File: config.mk
export PLATFORM = sky130hd
export DESIGN_NAME = mcpt_top
export DESIGN_NICKNAME = d
export VERILOG_FILES = /design/src/core/mcpt_pkg.sv /design/src/core/mcpt_top.sv
export SDC_FILE = /design/constraint.sdc
export NUM_CORES = 1
export LEC_CHECK = 0
export ABC_CLOCK_PERIOD_IN_PS = 8100
export BUFFER_PORTS_ARGS = -buffer_cell sky130_fd_sc_hd__buf_4
export CAP_MARGIN = 30
export CORE_ASPECT_RATIO = 1.2
export CORE_MARGIN = 4
export CORE_UTILIZATION = 39
export DETAILED_ROUTE_END_ITERATION = 10
export PLACE_DENSITY_LB_ADDON = 0.3
export SLEW_MARGIN = 0
export SYNTH_ARGS = -nofsm -noshare
export SYNTH_HDL_FRONTEND = slang
export SYNTH_SLANG_ARGS = --single-unit
File: constraint.sdc
create_clock -name clk_sys -period 8.1 [get_ports clk_sys]
set_input_delay 1.62 -clock clk_sys [delete_from_list [all_inputs] [get_ports clk_sys]]
set_output_delay 1.62 -clock clk_sys [all_outputs]
set_load 0.02 [all_outputs]
File: src/core/mcpt_pkg.sv
// Shared constants and types for the multi-channel PWM and capture timer set
package mcpt_pkg;

  // Widths and channel counts
  localparam int MAIN_W = 16;
  localparam int T8_W   = 8;
  localparam int PRE_W  = 8;
  localparam int NCH    = 5;
  localparam int NT8    = 2;

  // Positions of the synchronised input pins inside the pin vector
  localparam int PIN_CAP0   = 0;
  localparam int PIN_MAINEV = 5;
  localparam int PIN_T8EV0  = 6;
  localparam int NPIN       = 8;

  // IR generation uses the first 8-bit timer as the envelope
  localparam int IR_T8 = 0;

  // Counting source of a timer
  typedef enum logic [1:0] {
    MCPT_MODE_STOP  = 2'b00,
    MCPT_MODE_FREE  = 2'b01,
    MCPT_MODE_EVENT = 2'b10
  } mcpt_mode_t;

  // Whole state of the timer set
  typedef struct packed {
    logic [NPIN-1:0]                pin_s1;
    logic [NPIN-1:0]                pin_s2;
    logic [NPIN-1:0]                pin_s3;
    logic [PRE_W-1:0]               main_pre;
    logic [MAIN_W-1:0]              main_cnt;
    logic [NCH-1:0][MAIN_W-1:0]     cap_val;
    logic [NCH-1:0]                 cap_evt;
    logic [NCH-1:0]                 ch_out;
    logic                           main_evt;
    logic [NT8-1:0][PRE_W-1:0]      t8_pre;
    logic [NT8-1:0][T8_W-1:0]       t8_cnt;
    logic [NT8-1:0]                 t8_out;
    logic [NT8-1:0]                 t8_evt;
  } mcpt_state_t;

  // Reset value of the state
  localparam mcpt_state_t STATE_RST = '0;

endpackage

File: src/core/mcpt_top.sv
// Timer set: 16-bit five-channel timer and two 8-bit timers with PWM, capture and IR mode
`timescale 1ns/1ps
module mcpt_top
  import mcpt_pkg::*;
(
  input  wire logic                         clk_sys,
  input  wire logic                         rst,
  input  mcpt_mode_t                        main_mode,
  input  wire logic [PRE_W-1:0]             main_div,
  input  wire logic [MAIN_W-1:0]            main_period,
  input  wire logic                         ir_en,
  input  wire logic [NCH-1:0]               ch_capture,
  input  wire logic [NCH-1:0][MAIN_W-1:0]   ch_cmp,
  input  mcpt_mode_t [NT8-1:0]              t8_mode,
  input  wire logic [NT8-1:0][PRE_W-1:0]    t8_div,
  input  wire logic [NT8-1:0][T8_W-1:0]     t8_period,
  input  wire logic [NT8-1:0][T8_W-1:0]     t8_cmp,
  input  wire logic [NCH-1:0]               ch_pin_in,
  input  wire logic                         main_evt_pin,
  input  wire logic [NT8-1:0]               t8_evt_pin,
  output logic [NCH-1:0]                    ch_pin_out,
  output logic [NCH-1:0]                    ch_pin_oe,
  output logic [NT8-1:0]                    t8_pin_out,
  output logic [MAIN_W-1:0]                 main_count,
  output logic [NCH-1:0][MAIN_W-1:0]        cap_value,
  output logic [NCH-1:0]                    cap_event,
  output logic                              main_period_evt,
  output logic [NT8-1:0]                    t8_period_evt
);

  mcpt_state_t          s_reg;
  mcpt_state_t          s_next;
  logic [NPIN-1:0]      edges;
  logic                 main_tick;
  logic                 main_wrap;
  logic [NT8-1:0]       t8_tick;
  logic [NT8-1:0]       t8_wrap;
  logic                 pwm_lvl;

  // Next-state logic for the whole timer set
  always_comb begin
    s_next    = s_reg;
    pwm_lvl   = 1'b0;
    main_tick = 1'b0;
    t8_tick   = '0;
    t8_wrap   = '0;
    // Pins pass three flops; edges are taken from the second and third
    s_next.pin_s1 = {t8_evt_pin, main_evt_pin, ch_pin_in};
    s_next.pin_s2 = s_reg.pin_s1;
    s_next.pin_s3 = s_reg.pin_s2;
    edges         = s_reg.pin_s2 & ~s_reg.pin_s3;

    for (int k = 0; k < NT8; k++) begin
      case (t8_mode[k])
        MCPT_MODE_FREE: begin
          if (s_reg.t8_pre[k] == t8_div[k]) begin
            t8_tick[k]       = 1'b1;
            s_next.t8_pre[k] = '0;
          end else begin
            s_next.t8_pre[k] = s_reg.t8_pre[k] + 8'h01;
          end
        end
        MCPT_MODE_EVENT: t8_tick[k] = edges[PIN_T8EV0 + k];
        default:         s_next.t8_pre[k] = '0;
      endcase
      t8_wrap[k] = t8_tick[k] && (s_reg.t8_cnt[k] == t8_period[k]);
      if (t8_wrap[k]) begin
        s_next.t8_cnt[k] = '0;
      end else if (t8_tick[k]) begin
        s_next.t8_cnt[k] = s_reg.t8_cnt[k] + 8'h01;
      end
      s_next.t8_evt[k] = t8_wrap[k];
      // compare output low from match until wrap
      s_next.t8_out[k] = s_next.t8_cnt[k] < t8_cmp[k];
    end

    case (main_mode)
      MCPT_MODE_FREE: begin
        if (ir_en) begin
          main_tick       = t8_wrap[IR_T8];
          s_next.main_pre = '0;
        end else if (s_reg.main_pre == main_div) begin
          main_tick       = 1'b1;
          s_next.main_pre = '0;
        end else begin
          s_next.main_pre = s_reg.main_pre + 8'h01;
        end
      end
      MCPT_MODE_EVENT: main_tick = edges[PIN_MAINEV];
      default:         s_next.main_pre = '0;
    endcase

    main_wrap = main_tick && (s_reg.main_cnt == main_period);
    if (main_wrap) begin
      s_next.main_cnt = '0;
    end else if (main_tick) begin
      s_next.main_cnt = s_reg.main_cnt + 16'h0001;
    end
    s_next.main_evt = main_wrap;

    for (int i = 0; i < NCH; i++) begin
      s_next.cap_evt[i] = ch_capture[i] && edges[PIN_CAP0 + i];
      if (s_next.cap_evt[i]) begin
        s_next.cap_val[i] = s_reg.main_cnt;
      end
      // level drops at match and returns at wrap
      pwm_lvl = s_next.main_cnt < ch_cmp[i];
      // gate carrier with the envelope in IR mode
      s_next.ch_out[i] = ir_en ? (pwm_lvl & s_next.t8_out[IR_T8]) : pwm_lvl;
    end
  end

  // State register
  always_ff @(posedge clk_sys or posedge rst) begin
    if (rst) begin
      s_reg <= STATE_RST;
    end else begin
      s_reg <= s_next;
    end
  end

  // Outputs from the state register; pin drive enable is ch_capture inverted, not registered
  assign ch_pin_out      = s_reg.ch_out;
  assign ch_pin_oe       = ~ch_capture;
  assign t8_pin_out      = s_reg.t8_out;
  assign main_count      = s_reg.main_cnt;
  assign cap_value       = s_reg.cap_val;
  assign cap_event       = s_reg.cap_evt;
  assign main_period_evt = s_reg.main_evt;
  assign t8_period_evt   = s_reg.t8_evt;
endmodule

==> reports/metrics.yaml <==
synth:
  synthTopCellsByCount: "266 x nand2_1, 175 x dfrtp_1, 112 x buf_4, 112 x inv_1, 101 x ha_1"
  yosysTopAreaCellShare_pct: 40.5
  syn_avg_cell_area_um2: 8.80
  ys_dominant_reg_cell: "dfrtp_1"
  synth.most_common_cell: "nand2_1"
  syn-num-nets: 1503
  synth_enable_flop_cells: 0
  synthArstFlopShare_pct: 100
  post-synth-top-area-cell: "dfrtp_1"
  synth_area_um2: 10800
  ys_ff_latch: 175
  yosys-top-cells-area: "dfrtp_1 41%, ha_1 12%, nand2_1 9.2%"
  ys_warn_count: 0
  synth_cell_types: 53
  syn_inst: 1228
  seq_area_frac_synth_pct: 40.5
layout:
  antenna_cells: 0
  layout-area-overhead-vs-synth_pct: 20.8
  final_cells: 1757
  layout-drive-gt1-share_pct: 24.3
  largest_reg_flops: 80
  multi_input_area_um2: 5040
  nets: 1679
  seqCellArea_um2: 4380
  fillerInstances: 2639
sta:
  tns_ns: 0
  maxSlewViolCount: 0
  post-route-period-util_pct: 68.5
  finalHoldViolCount: 0
  slew_headroom_pct: 24.5
  hold_slack_ns: 0.349
  clock-skew-final_ns: 0.0139
  finalSetupViolCount: 0
  fmax_mhz: 180
  worst_pin_slew_ns: 1.12
  fin_crit_ns: 5.55
  rsz0062_at_grt: "no"
critical_path:
  crit_path_top_delay_cell: "o31ai_1"
  arrival_ns: 5.90
  critical-path-max-stage-delay_ns: 0.86
  worstSetupEndpointType: "flip-flop"
  r2r_slack_ns: 3.44
  startpoint_type: "primary input"
  path_class: "primary input to flip-flop"
  worstReg2RegEnd: "ch_pin_out[0]$_DFF_PP0_"
  required_ns: 8.45
  reg2reg_depth: 14
  reg2reg_from: "s_reg[20]$_DFFE_PP0P_"
  path_buf_inv: 1
  critPathMaxFanout: 13
  path_depth: 15
  cp_cell_sequence: "buf_4, xor2_1, nor4_2, a41oi_2, o31ai_4, nand2_2, o31ai_1, ha_1, a21o_1, a21o_1, a21oi_1, nor2_1, a2111oi_0, o211ai_1, a21oi_1"
  cp_top_family: "compound AO/OA/AOI/OAI gates"
routing:
  first_iter_violations: 463
  dr.pass1.iters: 5
  drc: 0
  wl_mm: 31.0
  ant_nets: 0
  num_vias: 8792
  vias_per_cell: 5.00
  wl_per_cell_um: 17.6
pwr:
  leakage_uw: 0.00721
  power_density_nw_per_um2: 165
  ir_drop_uv: 102
clock_network:
  clk_path_buf_depth: 2
  clock_sinks: 175
  cts_made_buffers: 17
  cts-resized-gates: 0
  cts_tree: "built"
  cts_htree_levels: 4
  clk_latency_ns: 0.43
  root_buffer: "clkbuf_16"
  cts_hold_buffers: 0
  post_cts_buffers: 0
  cts.clk_slew.worst_paths_ns: 0.07
worst_hold_path:
  hold-path-endpoint: "s_next[154]$_DFF_PP0_"
  hp-class: "flip-flop to flip-flop"
  min_from: "s_next[162]$_DFF_PP0_"
  whs_path_depth: 0
floorplan:
  rows: 66
  die_h_um: 190
  initial_core_util_pct: 39.7
  die_w_um: 160
  design.die.area_um2: 30500
  io_pins: 290
  core_area_um2: 27300
global_route:
  antenna_found_initial: 0
  grt-ovfl-total: 0
  grt_pass1_wl_mm: 48.7
  grtUsageTotal_pct: 20.3
  grt_busiest_layer: "met2"
  use_met1_pct: 26.5
  grt_pass1_vias: 8965
  gr-usage-met3_pct: 4.06
  grt_max_degree: 100
  met2_usage_pct: 34.1
outcome:
  status: "completed"
place:
  gp_congestion: 0.898
  dpl.cell_count: 1723
  numPortBuffers: 289
  hpwl_mm: 24.1
run:
  max_cap_violations: 0
cell type report:
cell class | instances | share of cell area [%]
Timing Repair Buffer | 300 | 17.4
Sequential cell | 175 | 33.5
Inverter | 112 | 3.28
Tap cell | 340 | 3.26
Clock buffer | 20 | 3.34
Clock inverter | 12 | 0.661
Multi-Input combinational cell | 798 | 38.6
worst max-delay path by stage:
stage | startpoint | end | slack, ns
3_3_place_gp | t8_div[6] | ch_pin_out[0]$_DFF_PP0_ | 2.21
5_1_grt | t8_div[6] | ch_pin_out[0]$_DFF_PP0_ | 2.24
3_5_place_dp | t8_div[6] | ch_pin_out[0]$_DFF_PP0_ | 2.11
4_1_cts | t8_div[6] | ch_pin_out[0]$_DFF_PP0_ | 2.57
2_1_floorplan | rst | cap_event[0]$_DFF_PP0_ | 1.73
6_report | t8_div[6] | ch_pin_out[0]$_DFF_PP0_ | 2.55
per-stage QoR:
stage	instance area, um^2	util (%)	power, uW	setup slack (ns)
finish	13100	47.9	2160	2.55
global route	13100	47.9	2270	2.24
CTS	13000	47.8	2180	2.57
detailed placement	12500	45.9	1430	2.11
global placement	12500	45.8	1420	2.21
floorplan	10800	-	1260	1.73
layer usage:
layer,share of wire [%],up-vias,routed length (um)
met2,48,299,15000
met4,2.3,0,724
li1,-,4301,-
met3,5.4,33,1670
met5,0,-,0
met1,44,4159,13600
power breakdown:
group / total (uW) / switching (uW) / internal [uW] / leakage, uW
registers: 982 / 59.3 / 922 / 0.00232
logic: 432 / 239 / 193 / 0.00464
clock network: 743 / 350 / 394 / 0.000251
kinds of logic after synthesis:
| kind of cell | after synthesis | synth area share [%] |
|---|---|---|
| and+or+nand+nor | 456 | 19.1 |
| buffers and inverters | 255 | 12.9 |
| DFF | 175 | 40.5 |
| AOI/OAI and AO/OA | 166 | 9.71 |
| adders and majority gates | 101 | 11.7 |
| xor gates and xnor gates | 73 | 5.92 |
| muxes | 2 | 0.197 |
worst register-to-register path: stages (launching register included):
cell and delay (ns):
dfrtp_1 0.44, xor2_1 0.21, nor4_4 0.30, a41oi_2 0.40, o31ai_4 0.53, nand2_2 0.21, o31ai_1 0.86, ha_1 0.40
a21o_1 0.18, a21o_1 0.16, a21oi_1 0.14, nor2_1 0.06, a2111oi_0 0.39, o211ai_1 0.17, a21oi_1 0.15
placed cells by master, fill, tap and decap left out, types with 31 or more instances in the layout:
master,synthesis,layout
inv_1,112,111
nand2_1,266,266
nor2_1,60,60
a21oi_1,31,31
o21ai_0,61,61
dfrtp_1,175,175
buf_4,112,296
xnor2_1,40,40
ha_1,101,101
xor2_1,33,33
Power figures use the tool's default switching activity.
